### src/core/cgr_pkg.sv
/*
  Shared constants and types for the chip-level global configuration registers.
  Assumes a single core clock and an index/data access port driven by host logic
  in the same clock domain.
*/
package cgr_pkg;

  // ==========================================================================
  // Register indices
  // ==========================================================================
  localparam logic [7:0] IDX_UNIT_POWER_ENABLE       = 8'h22;
  localparam logic [7:0] IDX_AUTO_POWER_MANAGE       = 8'h23;
  localparam logic [7:0] IDX_CLOCK_AND_DECODE        = 8'h24;
  localparam logic [7:0] IDX_RESERVED_VENDOR_A       = 8'h25;
  localparam logic [7:0] IDX_CONFIG_PORT_ADDR_LOW    = 8'h26;
  localparam logic [7:0] IDX_CONFIG_PORT_ADDR_HIGH   = 8'h27;
  localparam logic [7:0] IDX_RESERVED_GAP            = 8'h28;
  localparam logic [7:0] IDX_RESERVED_VENDOR_B       = 8'h29;
  localparam logic [7:0] IDX_VENDOR_TEST_F           = 8'h2a;
  localparam logic [7:0] IDX_VENDOR_TEST_D           = 8'h2b;
  localparam logic [7:0] IDX_TEST_AND_KBC_RESET      = 8'h2c;
  localparam logic [7:0] IDX_VENDOR_TEST_A           = 8'h2d;
  localparam logic [7:0] IDX_VENDOR_TEST_B           = 8'h2e;
  localparam logic [7:0] IDX_VENDOR_TEST_C           = 8'h2f;

  // ==========================================================================
  // Field positions and writable masks
  // ==========================================================================
  localparam int         BIT_FLOPPY_CONTROLLER = 0;
  localparam int         BIT_PARALLEL_PORT     = 3;
  localparam int         BIT_SERIAL_PORT1      = 4;
  localparam int         BIT_SERIAL_PORT2      = 5;
  localparam int         BIT_PLL_OFF           = 1;
  localparam int         BIT_OSC_LSB           = 2;
  localparam int         BIT_ADDR16            = 6;
  localparam int         BIT_KBC_RESET         = 6;
  localparam logic [7:0] MASK_UNIT_BITS        = 8'h39;
  localparam logic [7:0] MASK_CLOCK_DECODE     = 8'h4e;
  localparam logic [7:0] MASK_ADDR_LOW         = 8'hfe;
  localparam logic [1:0] OSC_STOPPED           = 2'h3;

  // ==========================================================================
  // Reset values
  // ==========================================================================
  localparam logic [7:0]  RST_UNIT_POWER_ENABLE = 8'h00;
  localparam logic [7:0]  RST_AUTO_POWER_MANAGE = 8'h00;
  localparam logic [7:0]  RST_CLOCK_AND_DECODE  = 8'h04;
  localparam logic [7:0]  RST_CONFIG_ADDR_HIGH  = 8'h00;
  localparam logic [7:0]  RST_TEST              = 8'h00;
  localparam logic [15:0] RST_CFG_BASE_STRAP_LO = 16'h002e;
  localparam logic [15:0] RST_CFG_BASE_STRAP_HI = 16'h004e;
  localparam int          NUM_TEST_REGS         = 6;

  // ==========================================================================
  // Access request carried from the index/data port logic
  // ==========================================================================
  typedef struct packed {
    logic       index_wr;
    logic       data_wr;
    logic       data_rd;
    logic [7:0] wdata;
  } cgr_acc_t;

  // Reset sources, each a one-cycle or level request from same-clock logic.
  typedef struct packed {
    logic main_por;
    logic stby_por;
    logic host_rst;
    logic soft_rst;
  } cgr_rst_src_t;

endpackage

### src/core/cgr_addr_match.sv
/*
  Host I/O address qualifier for the configuration port.
  Assumes the host address is sampled in the core clock domain.
*/
`timescale 1ns/1ns
`default_nettype none
module cgr_addr_match
  import cgr_pkg::*;
#(
  parameter int ADDR_W = 16,
  parameter int SHORT_W = 12
) (
  // Clock, reset, enable
  input  wire logic              i_clk,
  input  wire logic              i_rst_n,
  input  wire logic              i_ce,
  // Compare inputs
  input  wire logic [ADDR_W-1:0] i_base,
  input  wire logic [ADDR_W-1:0] i_addr,
  input  wire logic              i_qual16,
  // Result
  output logic                   o_hit
);

  // ==========================================================================
  // Qualified compare
  // ==========================================================================
  // Only the low address bits are compared in short mode, so aliases appear.
  always_ff @(posedge i_clk) begin
    if (!i_rst_n) begin
      o_hit <= 1'b0;
    end else if (i_ce) begin
      if (i_qual16) begin
        o_hit <= (i_addr == i_base);
      end else begin
        o_hit <= (i_addr[SHORT_W-1:0] == i_base[SHORT_W-1:0]);
      end
    end
  end

endmodule
`default_nettype wire

### src/core/cgr_global_regs.sv
/*
  Chip-level global configuration registers, indices 0x22 to 0x2f, reached
  through an index/data port while the chip is in configuration mode.
  Assumes all access strobes and reset sources come from same-clock logic;
  only the address strap arrives from a pin and is synchronised here.
*/
//
// Contract
// - Unit power bits 0,3,4,5 enable floppy, parallel, serial1, serial2.
// - Auto power management bits use the same positions; 1 turns on.
// - Power management bits 7:6 always read zero.
// - Clock register bit 1 high shuts the PLL off.
// - Oscillator field 11 stops oscillator and baud clock, else running.
// - Clock register bit 6 selects 16-bit, else 12-bit address compare.
// - Low address register holds bits 7:1; bit 0 is always zero.
// - High address register holds bits 15:8; any even address allowed.
// - Configuration port moves at once when high byte is written.
// - Configuration address resets only on host reset or main POR.
// - Default port address is 0x02e with strap low, 0x04e high.
// - Keyboard reset bit 6 high holds keyboard core in reset.
// - Reserved indices ignore writes and read zero.
// - Registers are reached by index and data port in config mode.
`timescale 1ns/1ns
`default_nettype none
module cgr_global_regs
  import cgr_pkg::*;
#(
  parameter int ADDR_W = 16
) (
  // Clock, reset, enable
  input  wire logic               I_CORE_CLK,
  input  wire logic               I_RESET_N,
  input  wire logic               I_CE,
  // Reset sources
  input  wire cgr_rst_src_t       I_RST_SRC,
  // Index/data access
  input  wire logic               I_CFG_MODE,
  input  wire cgr_acc_t           I_ACC,
  output logic [7:0]              O_RDATA,
  // Address strap pin and host address
  input  wire logic               I_ADDR_STRAP,
  input  wire logic [ADDR_W-1:0]  I_HOST_ADDR,
  output logic                    O_CFG_HIT,
  output logic [ADDR_W-1:0]       O_CFG_BASE,
  // Unit controls
  output logic [3:0]              O_UNIT_POWER,
  output logic [3:0]              O_AUTO_PM,
  output logic                    O_PLL_OFF,
  output logic                    O_OSC_OFF,
  output logic                    O_BAUD_CLK_EN,
  output logic                    O_KBC_RESET
);

  // ==========================================================================
  // Reset grouping
  // ==========================================================================
  logic rst_por;
  logic rst_host;
  logic rst_soft;
  assign rst_por  = !I_RESET_N || I_RST_SRC.main_por || I_RST_SRC.stby_por;
  assign rst_host = rst_por || I_RST_SRC.host_rst;
  assign rst_soft = rst_host || I_RST_SRC.soft_rst;
  logic rst_addr;
  assign rst_addr = !I_RESET_N || I_RST_SRC.main_por || I_RST_SRC.host_rst;

  // ==========================================================================
  // Strap synchroniser
  // ==========================================================================
  logic strap_meta;
  logic strap_sync;
  // The synchroniser keeps running through reset, so the strap level has
  // settled by the last reset cycle, which loads the default address.
  always_ff @(posedge I_CORE_CLK) begin
    if (I_CE) begin
      strap_meta <= I_ADDR_STRAP;
      strap_sync <= strap_meta;
    end
  end

  // ==========================================================================
  // Index register and access decode
  // ==========================================================================
  logic [7:0] index;
  logic       wr_en;
  logic       rd_en;
  assign wr_en = I_CE && I_CFG_MODE && I_ACC.data_wr;
  assign rd_en = I_CE && I_CFG_MODE && I_ACC.data_rd;

  always_ff @(posedge I_CORE_CLK) begin
    if (rst_soft) begin
      index <= 8'h00;
    end else if (I_CE && I_CFG_MODE && I_ACC.index_wr) begin
      index <= I_ACC.wdata;
    end
  end

  function automatic logic hit(input logic [7:0] idx, input logic [7:0] want);
    return idx == want;
  endfunction

  // ==========================================================================
  // Power registers
  // ==========================================================================
  logic [7:0] unit_power_enable;
  logic [7:0] auto_power_manage_enable;
  logic [7:0] clock_and_decode_control;

  always_ff @(posedge I_CORE_CLK) begin
    if (rst_soft) begin
      unit_power_enable <= RST_UNIT_POWER_ENABLE;
    end else if (wr_en && hit(index, IDX_UNIT_POWER_ENABLE)) begin
      unit_power_enable <= I_ACC.wdata & MASK_UNIT_BITS;
    end
  end

  always_ff @(posedge I_CORE_CLK) begin
    if (rst_host) begin
      auto_power_manage_enable <= RST_AUTO_POWER_MANAGE;
    end else if (wr_en && hit(index, IDX_AUTO_POWER_MANAGE)) begin
      auto_power_manage_enable <= I_ACC.wdata & MASK_UNIT_BITS;
    end
  end

  // Reserved bits 5:4 are not stored, so a careless write cannot disturb them.
  always_ff @(posedge I_CORE_CLK) begin
    if (rst_host) begin
      clock_and_decode_control <= RST_CLOCK_AND_DECODE;
    end else if (wr_en && hit(index, IDX_CLOCK_AND_DECODE)) begin
      clock_and_decode_control <= I_ACC.wdata & MASK_CLOCK_DECODE;
    end
  end

  // ==========================================================================
  // Configuration port address
  // ==========================================================================
  logic [7:0]        config_port_addr_low;
  logic [7:0]        config_port_addr_high;
  logic [ADDR_W-1:0] cfg_base;
  logic [ADDR_W-1:0] next_default_base;
  assign next_default_base = strap_sync ? RST_CFG_BASE_STRAP_HI[ADDR_W-1:0]
                                        : RST_CFG_BASE_STRAP_LO[ADDR_W-1:0];

  always_ff @(posedge I_CORE_CLK) begin
    if (rst_addr) begin
      config_port_addr_low <= next_default_base[7:0];
    end else if (wr_en && hit(index, IDX_CONFIG_PORT_ADDR_LOW)) begin
      config_port_addr_low <= I_ACC.wdata & MASK_ADDR_LOW;
    end
  end

  always_ff @(posedge I_CORE_CLK) begin
    if (rst_addr) begin
      config_port_addr_high <= RST_CONFIG_ADDR_HIGH;
    end else if (wr_en && hit(index, IDX_CONFIG_PORT_ADDR_HIGH)) begin
      config_port_addr_high <= I_ACC.wdata;
    end
  end

  // The live base only changes on the high byte write, so a half-written
  // address never moves the port.
  always_ff @(posedge I_CORE_CLK) begin
    if (rst_addr) begin
      cfg_base <= next_default_base;
    end else if (wr_en && hit(index, IDX_CONFIG_PORT_ADDR_HIGH)) begin
      cfg_base <= ADDR_W'({I_ACC.wdata, config_port_addr_low});
    end
  end

  // ==========================================================================
  // Test registers
  // ==========================================================================
  logic [7:0] test_regs [NUM_TEST_REGS];
  localparam logic [7:0] TEST_IDX [NUM_TEST_REGS] = '{
    IDX_VENDOR_TEST_F, IDX_VENDOR_TEST_D, IDX_TEST_AND_KBC_RESET,
    IDX_VENDOR_TEST_A, IDX_VENDOR_TEST_B, IDX_VENDOR_TEST_C
  };

  // Writes are kept as stored values; they steer nothing but the keyboard reset.
  genvar gi;
  generate
    for (gi = 0; gi < NUM_TEST_REGS; gi++) begin : g_test
      always_ff @(posedge I_CORE_CLK) begin
        if (rst_por) begin
          test_regs[gi] <= RST_TEST;
        end else if (wr_en && hit(index, TEST_IDX[gi])) begin
          test_regs[gi] <= I_ACC.wdata;
        end
      end
    end
  endgenerate

  // ==========================================================================
  // Read data
  // ==========================================================================
  logic [7:0] next_rdata;
  always_comb begin
    next_rdata = 8'h00;
    case (index)
      IDX_UNIT_POWER_ENABLE:     next_rdata = unit_power_enable;
      IDX_AUTO_POWER_MANAGE:     next_rdata = auto_power_manage_enable;
      IDX_CLOCK_AND_DECODE:      next_rdata = clock_and_decode_control;
      IDX_CONFIG_PORT_ADDR_LOW:  next_rdata = config_port_addr_low;
      IDX_CONFIG_PORT_ADDR_HIGH: next_rdata = config_port_addr_high;
      IDX_VENDOR_TEST_F:         next_rdata = test_regs[0];
      IDX_VENDOR_TEST_D:         next_rdata = test_regs[1];
      IDX_TEST_AND_KBC_RESET:    next_rdata = test_regs[2];
      IDX_VENDOR_TEST_A:         next_rdata = test_regs[3];
      IDX_VENDOR_TEST_B:         next_rdata = test_regs[4];
      IDX_VENDOR_TEST_C:         next_rdata = test_regs[5];
      default:                   next_rdata = 8'h00;
    endcase
  end

  always_ff @(posedge I_CORE_CLK) begin
    if (rst_soft) begin
      O_RDATA <= 8'h00;
    end else if (rd_en) begin
      O_RDATA <= next_rdata;
    end
  end

  // ==========================================================================
  // Control outputs
  // ==========================================================================
  logic [1:0] osc_field;
  assign osc_field = clock_and_decode_control[BIT_OSC_LSB+1:BIT_OSC_LSB];

  always_ff @(posedge I_CORE_CLK) begin
    if (!I_RESET_N) begin
      O_UNIT_POWER  <= 4'h0;
      O_AUTO_PM     <= 4'h0;
      O_PLL_OFF     <= 1'b0;
      O_OSC_OFF     <= 1'b0;
      O_BAUD_CLK_EN <= 1'b1;
      O_KBC_RESET   <= 1'b0;
      O_CFG_BASE    <= RST_CFG_BASE_STRAP_LO[ADDR_W-1:0];
    end else if (I_CE) begin
      O_UNIT_POWER  <= {unit_power_enable[BIT_SERIAL_PORT2],
                        unit_power_enable[BIT_SERIAL_PORT1],
                        unit_power_enable[BIT_PARALLEL_PORT],
                        unit_power_enable[BIT_FLOPPY_CONTROLLER]};
      O_AUTO_PM     <= {auto_power_manage_enable[BIT_SERIAL_PORT2],
                        auto_power_manage_enable[BIT_SERIAL_PORT1],
                        auto_power_manage_enable[BIT_PARALLEL_PORT],
                        auto_power_manage_enable[BIT_FLOPPY_CONTROLLER]};
      O_PLL_OFF     <= clock_and_decode_control[BIT_PLL_OFF];
      O_OSC_OFF     <= (osc_field == OSC_STOPPED);
      O_BAUD_CLK_EN <= (osc_field != OSC_STOPPED);
      O_KBC_RESET   <= test_regs[2][BIT_KBC_RESET];
      O_CFG_BASE    <= cfg_base;
    end
  end

  // ==========================================================================
  // Host address qualification
  // ==========================================================================
  cgr_addr_match #(
    .ADDR_W  (ADDR_W),
    .SHORT_W (12)
  ) u_addr_match (
    .i_clk    (I_CORE_CLK),
    .i_rst_n  (I_RESET_N),
    .i_ce     (I_CE),
    .i_base   (cfg_base),
    .i_addr   (I_HOST_ADDR),
    .i_qual16 (clock_and_decode_control[BIT_ADDR16]),
    .o_hit    (O_CFG_HIT)
  );
endmodule
`default_nettype wire

### config.mk
export PLATFORM = sky130hd
export DESIGN_NAME = cgr_global_regs
export DESIGN_NICKNAME = d
export VERILOG_FILES = /design/src/core/cgr_pkg.sv /design/src/core/cgr_addr_match.sv /design/src/core/cgr_global_regs.sv
export SDC_FILE = /design/constraint.sdc
export NUM_CORES = 1
export LEC_CHECK = 0
export BUFFER_PORTS_ARGS = -buffer_cell sky130_fd_sc_hd__buf_2
export CAP_MARGIN = 10
export CORE_UTILIZATION = 58
export DETAILED_ROUTE_END_ITERATION = 12
export GPL_TIMING_DRIVEN = 0
export PLACE_DENSITY = 0.79
export SLEW_MARGIN = 20
export SYNTH_ARGS = -nofsm -noshare
export SYNTH_HDL_FRONTEND = slang
export SYNTH_HIERARCHICAL = 1
export SYNTH_SLANG_ARGS = --single-unit
### constraint.sdc
create_clock -name I_CORE_CLK -period 3.2 [get_ports I_CORE_CLK]
set_clock_uncertainty 0.05 [all_clocks]
set_input_delay 0.48 -clock I_CORE_CLK [delete_from_list [all_inputs] [get_ports I_CORE_CLK]]
set_output_delay 0.48 -clock I_CORE_CLK [all_outputs]
set_load 0.02 [all_outputs]
Word level (Yosys, flattened, before mapping)
Memory sizes are Yosys's and may differ from the RTL's.
Cells that the tools add are included.
- equality and inequality tests: 15
- mux-type cells: 33
- bitwise operators: 6
- reductions and logical operators: 23
- operators by type and width (operator ; number):
    == test 8 x 6 -> 1 bit (second input constant) ; 11
    one-hot mux 8 bit (11 select lines) ; 1
    2-to-1 mux 8 bit ; 8
    2-to-1 mux 16 bit ; 2
    2-to-1 mux 1 bit ; 21
    == test 16 bit ; 1
    logical AND 1 bit ; 15
    == test 12 bit ; 1
    2-to-1 mux 7 bit ; 1
    bitwise OR 1 bit ; 6
    logical OR 1 bit ; 5
    nonzero test 2 bit ; 2
    == test 2 bit (second input constant) ; 1
    inequality test 2 bit (second input constant) ; 1
    logical NOT 1 bit ; 1
- flip-flop bits (word level): 91
- bits in writable memories: 48
- output and inout bits: 37
- word-level logic and storage cells: 96
- memories kept: 1
- memories (name ; words ; width ; read ports ; clocked after Yosys merged registers in ; wr ports ; RTL line ; source):
    test_regs ; 6 ; 8 ; 6 ; 0 ; 6 ; cgr_global_regs.sv:172 ; logic [7:0] test_regs [NUM_TEST_REGS];

Depth between registers and ports, before layout
Gate-level depths: netlist (run 1).
- word-level depth: 7
- mapped depth: 8
- gate-level depth less buffers: 5

Cells and area by module
Netlist (run 1), hierarchy kept.
- by module, submodules not included (module ; instances ; cells an instance ; area each (µm²) ; seq. area each (µm²)):
    cgr_global_regs ; 1 ; 510 ; 5840.6 ; 3423.3
    cgr_addr_match ; 1 ; 25 ; 210.2 ; 20.0

Least setup slack after synthesis (run 1)
OpenSTA, ideal clock, no wires.
- path type: reg-to-reg
- start: reg index[4]
- end: reg cfg_base[10], enable pin
- library setup time: 367 ps
- arrival: 2037 ps
- required time: 2783 ps
- slack: 746 ps
- stages on the path, launching flop included: 8
- buffers on the path: 3
- cells stage by stage: dfxtp_1 -> nor3b_1 -> clkbuf_1 -> and4_1 -> clkbuf_1 -> nand3_1 -> clkbuf_1 -> nand2_1
- longest elaborated chain between the ends: 3
- ends and longest elaborated chain (what ; RTL line ; source):
    start, declared ; cgr_global_regs.sv:83 ; logic [7:0] index;
    start signal, assigned ; cgr_global_regs.sv:93 ; index <= I_ACC.wdata;
    == test 8 x 6 -> 1 bit ; cgr_global_regs.sv:98 ; return idx == want;
    logical AND 1 bit ; cgr_global_regs.sv:164 ; end else if (wr_en && hit(index, IDX_CONFIG_PORT_ADDR_HIGH)) begin
    nonzero test 2 bit (no source line) ; -- ;
    end signal, assigned ; cgr_global_regs.sv:163 ; cfg_base <= next_default_base;
    end signal, assigned ; cgr_global_regs.sv:165 ; cfg_base <= ADDR_W'({I_ACC.wdata, config_port_addr_low});
    end, declared ; cgr_global_regs.sv:138 ; logic [ADDR_W-1:0] cfg_base;
No other way between the ends.
A chain may end at the register's enable or synchronous reset.

==> results.tsv, run 1 <==
stage	metric	value	unit
pwr	clock power share	0.503	
clock_network	CTS H-tree depth	4	
clock_network	Clk Tree Root Cell	clkbuf_8	
timing	headroom to the max-slew limit	0.359	
global_route	number of global-route vias before repair	4505	
global_route	largest net degree at the start of global routing	17	
timing	Max Freq	334	MHz
floorplanning	die area	10800	um^2
timing	actual slew at the worst max-slew pin	0.951	ns
run	Max-Cap Viols	0	
floorplanning	IO Pins	73	
clock_network	CTS tree	yes	
floorplanning	Core ar.	9950	um^2
timing	Worst Hold Margin	0.0728	ns
clock_network	CTS Buf Count	17	
final_layout	ant diodes	0	
pwr	PD cells	579	nW/um^2
critical_path	Critical Path Source	index[3]$_SDFFE_PP0P_	
logic_synthesis	Yosys top cell by area	edfxtp_1	
critical_path	slowest CP cell	o21ai_1	
critical_path	CP Class	register to register	
final_layout	share of cells above drive strength 1	0.196	
critical_path	most frequent CP cell	clkbuf_1	
pwr	Internal	3.30	mW
logic_synthesis	Yosys reg bits	136	
drt	remaining antenna violation count	0	
logic_synthesis	top-area cell type share of the netlist area	0.357	
timing	Slew Limit Fails	0	
logic_synthesis	top cells by count, synth	edfxtp_1 (72), dfxtp_1 (64), mux2i_1 (58), and2_1 (51), nor2_1 (36)	
drt	routed vias	4568	
critical_path	RR Startpoint	index[3]$_SDFFE_PP0P_	
pwr	register share of total power	0.454	
logic_synthesis	Synth warnings	6	
global_route	first-pass GRT wire length	25200	um
final_layout	fin area	7240	um^2
clock_network	clock buffer depth	2	
critical_path	WP data arrival	3.10	ns
clock_network	CTS clk-pin slew, worst paths	0.06	ns
clock_network	worst skew pair latency	0.53	ns
floorplanning	die width	104	um
placement	I/O Buffers	70	
logic_synthesis	synth top area cells	edfxtp_1 (36%), dfxtp_1 (21%), mux2i_1 (9.6%)	
drt	First DRT Iteration DRCs	351	
clock_network	CTS Sinks	136	
critical_path	CP Max Fanout	10	
critical_path	slowest stage delay, CP	0.65	ns
drt	DRC	0	
timing	final period utilization	0.934	
critical_path	crit-path cells	clkbuf_1 -> buf_1 -> clkbuf_1 -> nand2b_1 -> o21ai_1	
logic_synthesis	Post-Syn Area	6050	um^2
timing	setup TNS	0	ns
drt	routed len/inst	20.7	um
global_route	antenna violations before repair	0	
placement	post-placement cell area	6570	um^2
timing	crit path time final	2.99	ns
logic_synthesis	Avg Cell Area, Syn	11.3	um^2
placement	placer congestion estimate	0.940	
pwr	Worst VDD drop	384	uV
logic_synthesis	count leader, synth	edfxtp_1	
timing	Hold Fails Final Rpt	0	
worst_hold_path	hold_sp	I_ADDR_STRAP	
logic_synthesis	Primary FF master, synth	edfxtp_1	
clock_network	CTS Hold Bufs	0	
placement	DP HPWL	11400	um
worst_hold_path	class of the worst hold path	primary input to register	
critical_path	critical path launch point type	register	
timing	final number of setup-violating endpoints	0	
floorplanning	Initial Util	0.608	
logic_synthesis	sequential area share after synthesis	0.569	
global_route	GR Util All Layers	0.315	
drt	vias per cell	5.92	
logic_synthesis	Post-Syn Instances	535	
final_layout	Final #Nets	661	
critical_path	Worst setup EP type	register	
final_layout	Filler Cell Count	704	
drt	final WL	15900	um
pwr	switching pwr	0.900	mW
final_layout	area grow syn2layout	19.7	%
global_route	GRT Residual Overflow	0	
critical_path	CP required	3.31	ns
outcome	outcome	finished clean	
drt	drt first pass iters	6	
logic_synthesis	EDFF count, synth	72	
floorplanning	floorplan die height	104	um
floorplanning	row count	36	
pwr	logic gate share of total power	0.043	
logic_synthesis	Synth cell types	52	
logic_synthesis	ys async rst share	0	
pwr	leak pwr	2.93	nW
pwr	Switching Share	0.214	
per-stage QoR:
step / utilization / cells / power (mW) / setup slack (ns)
5_1_grt: 0.728 / 771 / 4.30 / -0.00328
3_3_place_gp: 0.660 / 739 / 2.11 / -0.228
4_1_cts: 0.724 / 771 / 4.19 / 0.0189
3_5_place_dp: 0.660 / 739 / 2.12 / -0.192
2_1_floorplan: - / 536 / 2.03 / 0.746
6_report: 0.728 / 771 / 4.20 / 0.210
area by class of cell:
type / count / area [um^2] / share of cell area
Buffer: 38 / 149 / 0.0206
Inverter: 5 / 18.8 / 0.00259
Multi-Input combinational cell: 357 / 2480 / 0.342
Tap cell: 133 / 166 / 0.0230
Timing Repair Buffer: 70 / 350 / 0.0484
Clock inverter: 14 / 220 / 0.0304
Clock buffer: 18 / 418 / 0.0577
Sequential cell: 136 / 3440 / 0.475
worst max-delay path, delay by kind of cell (launching register included):
family | cells | cell delay (ns)
buffers and inverters | 3 | 1.30
DFF | 1 | 0.32
AOI/OAI and AO/OA | 1 | 0.65
and+or+nand+nor | 1 | 0.29
power by group through the flow:
stage | clock network [mW] | registers [mW] | logic [mW]
after floorplan | 0 | 1.94 | 0.0928
after global placement | 0 | 1.94 | 0.171
after detailed placement | 0 | 1.94 | 0.176
after CTS | 2.11 | 1.91 | 0.177
after global routing | 2.19 | 1.91 | 0.194
final | 2.11 | 1.91 | 0.179
cell families (layout without fill, tap and decap cells):
group / Yosys count / count (layout) / synth area share
flip-flops: 136 / 136 / 0.569
XOR/XNOR: 16 / 16 / 0.0232
other: 1 / 2 / 0.000620
AO/OA/AOI/OAI: 63 / 63 / 0.0734
multiplexers: 63 / 63 / 0.111
buffers and inverters: 43 / 145 / 0.0277
AND/OR/NAND/NOR: 213 / 213 / 0.195
cell usage in the layout, fill, tap and decap left out, types with 4 or more instances in the layout:
master / instances
clkbuf_16: 16
mux2i_1: 58
dfxtp_1: 64
nor2_1: 36
clkbuf_1: 29
buf_1: 7
clkinvlp_4: 4
o21ai_0: 10
nand2_1: 27
a22o_1: 7
inv_1: 5
nand4_1: 4
and2_1: 51
nor2b_1: 30
nand2b_1: 5
or2_2: 6
edfxtp_1: 72
bufinv_16: 5
a22oi_1: 11
nor4_1: 7
o21ai_2: 4
xor2_1: 15
nand3b_1: 6
buf_2: 72
nor3_1: 7
nand3_1: 15
registers in the layout, summed over array words and instances (netlist names):
signal / count
cfg_base: 15
index: 8
config_port_addr_low: 7
O_AUTO_PM: 4
unit_power_enable: 4
auto_power_manage_enable: 4
O_KBC_RESET: 1
strap_meta: 1
O_PLL_OFF: 1
O_CFG_BASE: 15
strap_sync: 1
O_OSC_OFF: 1
clock_and_decode_control: 4
config_port_addr_high: 8
O_BAUD_CLK_EN: 1
test_regs: 48
u_addr_match/o_hit: 1
O_UNIT_POWER: 4
O_RDATA: 8
metal layers:
metal  share of wire  wire length (um)  global-route usage  up-vias
met5               0                 0                   0        -
met4           0.032               507               0.129        0
met2            0.48              7640               0.510      225
met3           0.071              1130              0.0733       40
met1            0.42              6660               0.408     2206
li1                -                 -                   -     2097
final timing paths:
check	to	slack (ns)	depth (start not counted)
worst max-delay path	test_regs[1][6]$_SDFFCE_PN0P_	0.21	5
worst max register to register	test_regs[1][6]$_SDFFCE_PN0P_	0.21	5
worst min-delay path	strap_meta$_DFFE_PP_	0.07	1
worst min register to register	strap_sync$_DFFE_PP_	0.37	0
timing repair:
| item | in CTS | in global routing |
|---|---|---|
| gates resized for setup | 4 | 8 |
| buffers inserted | 0 | 0 |
| endpoints found under the setup margin | 32 | 47 |
| endpoints found under the hold margin | 0 | 0 |
No activity file was read; power rests on OpenSTA's default activity.
==> run 2, diff against run 1 <==
- SYNTH_HIERARCHICAL: 1 -> unset
==> run 2 against run 1 <==
Effect of this change: sequential share of layout area is 0.52 points higher; first-iteration DRC count fell by 1.7%; register-to-register slack is essentially flat; largest power group is now sequential cells; highest routed layer unchanged.
==> results.tsv, run 2 <==
stage	metric	value	unit
outcome	outcome	finished clean	
global_route	largest net degree at the start of global routing	17	
drt	drt first pass iters	5	
global_route	first-pass GRT wire length	24500	um
timing	Worst Hold Margin	0.0753	ns
logic_synthesis	synth top area cells	edfxtp_1 (36%), dfxtp_1 (21%), mux2i_1 (10%)	
clock_network	Clk Tree Root Cell	clkbuf_8	
clock_network	Setup Buffers After CTS	0	
clock_network	CTS tree	yes	
clock_network	worst skew pair latency	0.53	ns
critical_path	WP data arrival	3.09	ns
timing	actual slew at the worst max-slew pin	0.957	ns
logic_synthesis	ys async rst share	0	
clock_network	CTS Buf Count	17	
final_layout	Biggest register	test_regs	
logic_synthesis	EDFF count, synth	72	
floorplanning	die width	104	um
floorplanning	floorplan die height	104	um
drt	First DRT Iteration DRCs	345	
critical_path	CP Max Fanout	9	
drt	final WL	15900	um
timing	Hold Fails Final Rpt	0	
drt	routed vias	4523	
global_route	number of global-route vias before repair	4431	
floorplanning	IO Pins	73	
pwr	Worst VDD drop	412	uV
logic_synthesis	Avg Cell Area, Syn	11.4	um^2
logic_synthesis	top cells by count, synth	edfxtp_1 (72), dfxtp_1 (64), mux2i_1 (62), and2_1 (53), nor2_1 (39)	
drt	routed len/inst	20.7	um
drt	vias per cell	5.88	
final_layout	Non-Filler Instances	769	
final_layout	Largest regs	test_regs (48), O_CFG_BASE (15), cfg_base (15)	
final_layout	share of cells above drive strength 1	0.201	
drt	DRC	0	
timing	final period utilization	0.931	
timing	RSZ-0062 raised after global routing	false	
placement	Placed Instances	737	
worst_hold_path	class of the worst hold path	primary input to register	
critical_path	critical path launch point type	register	
pwr	leak pwr	2.91	nW
clock_network	CTS Hold Bufs	0	
floorplanning	Core ar.	9950	um^2
logic_synthesis	Post-Syn Area	6070	um^2
final_layout	Final #Nets	659	
global_route	GR Util All Layers	0.307	
clock_network	clock buffer depth	2	
final_layout	flip-flop count of the largest register after layout	48	
critical_path	CP required	3.31	ns
logic_synthesis	Yosys reg bits	136	
timing	final number of setup-violating endpoints	0	
final_layout	area grow syn2layout	18.1	%
placement	placer congestion estimate	0.937	
drt	remaining antenna violation count	0	
floorplanning	row count	36	
floorplanning	Initial Util	0.609	
run	Max-Cap Viols	0	
clock_network	CTS Sinks	136	
final_layout	ant diodes	0	
logic_synthesis	count leader, synth	edfxtp_1	
final_layout	most common cell after layout, fill and taps aside	buf_2	
critical_path	CP Class	register to register	
global_route	antenna violations before repair	0	
timing	headroom to the max-slew limit	0.355	
clock_network	CTS clk-pin slew, worst paths	0.06	ns
timing	Max Freq	335	MHz
logic_synthesis	Yosys top cell by area	edfxtp_1	
logic_synthesis	top-area cell type share of the netlist area	0.356	
logic_synthesis	Synth cell types	53	
placement	I/O Buffers	71	
clock_network	cts repair resizes	0	
global_route	GRT Residual Overflow	0	
final_layout	highest-count cells in the layout ignoring fill and taps	buf_2 (76), edfxtp_1 (72), dfxtp_1 (64)	
clock_network	CTS H-tree depth	4	
pwr	total power	3.95	mW
placement	DP HPWL	11400	um
critical_path	Worst setup EP type	register	
logic_synthesis	sequential area share after synthesis	0.568	
logic_synthesis	Post-Syn Nets	569	
timing	crit path time final	2.98	ns
timing	Slew Limit Fails	0	
logic_synthesis	Synth warnings	0	
floorplanning	die area	10900	um^2
pwr	PD cells	552	nW/um^2
logic_synthesis	Primary FF master, synth	edfxtp_1	
critical_path	Reg2Reg Setup Slack	0.22	ns
logic_synthesis	Post-Syn Instances	533	
final_layout	Filler Cell Count	728	
## run 2: changes by cell type in the layout (fill, tap and decap cells not counted), sizes merged, moves of 5 or more
cell,before,now
o22ai,3,8
nand2b,5,14
clkinv,2,7
or2,6,0
xor2,15,10
mux2,2,9
nor2b,30,24
clkbuf,46,41
## run 2: worst paths after layout
kind | start | to | depth (start not counted)
min reg2reg | strap_meta$_DFFE_PP_ | strap_sync$_DFFE_PP_ | 0
min | I_ADDR_STRAP | strap_meta$_DFFE_PP_ | 1
max reg2reg | index[5]$_SDFFE_PP0P_ | config_port_addr_low[4]$_SDFFCE_PN0P_ | 5
max | index[5]$_SDFFE_PP0P_ | config_port_addr_low[4]$_SDFFCE_PN0P_ | 5
## run 2: per-stage QoR
step                cell area [um^2]   TNS, ns  setup slack [ns]   util
finish                          7160         0             0.219  0.720
global route                    7160         0            0.0308  0.720
CTS                             7160         0            0.0928  0.720
detailed placement              6590    -0.334           -0.0419  0.662
global placement                6590  -0.00927          -0.00143  0.662
floorplan                       6070         0             0.834      -
## run 2: area by class of cell
| cell class | instances | area [um^2] | share of cell area |
|---|---|---|---|
| tap | 133 | 166 | 0.0232 |
| clock inverter | 14 | 141 | 0.0197 |
| buffer | 35 | 149 | 0.0208 |
| sequential | 136 | 3440 | 0.481 |
| timing repair buffer | 71 | 355 | 0.0496 |
| inverter | 4 | 15.0 | 0.00210 |
| clock buffer | 18 | 428 | 0.0597 |
| multi-input combinational | 358 | 2460 | 0.344 |
## run 2: cell families (layout without fill, tap and decap cells)
kind of cell	after synthesis	count (layout)	share of synthesized area
DFF	136	136	0.568
buffers and inverters	39	142	0.0270
muxes	71	71	0.119
and+or+nand+nor	203	203	0.186
xor gates and xnor gates	15	15	0.0217
other	1	1	0.000618
AOI/OAI and AO/OA	68	68	0.0782
## run 2: critical path, cell delays in order (launching register included)
cell and delay (ns):
dfxtp_1 0.36, nor3b_1 0.78, and3_1 0.27, buf_2 0.22, nand2_1 0.13, o21ai_0 0.79
## run 2: power by group
group	switching (mW)	internal [mW]	leakage [nW]
clock	0.793	1.07	0.279
combinational	0.113	0.0702	1.30
sequential	0.0249	1.88	1.33
## run 2: per-layer routing
metal,track usage,part of all wire,vias to the layer above
met2,0.490,0.47,239
met3,0.0758,0.087,33
met4,0.144,0.024,0
met5,0.0190,0,-
met1,0.391,0.42,2161
li1,-,-,2090
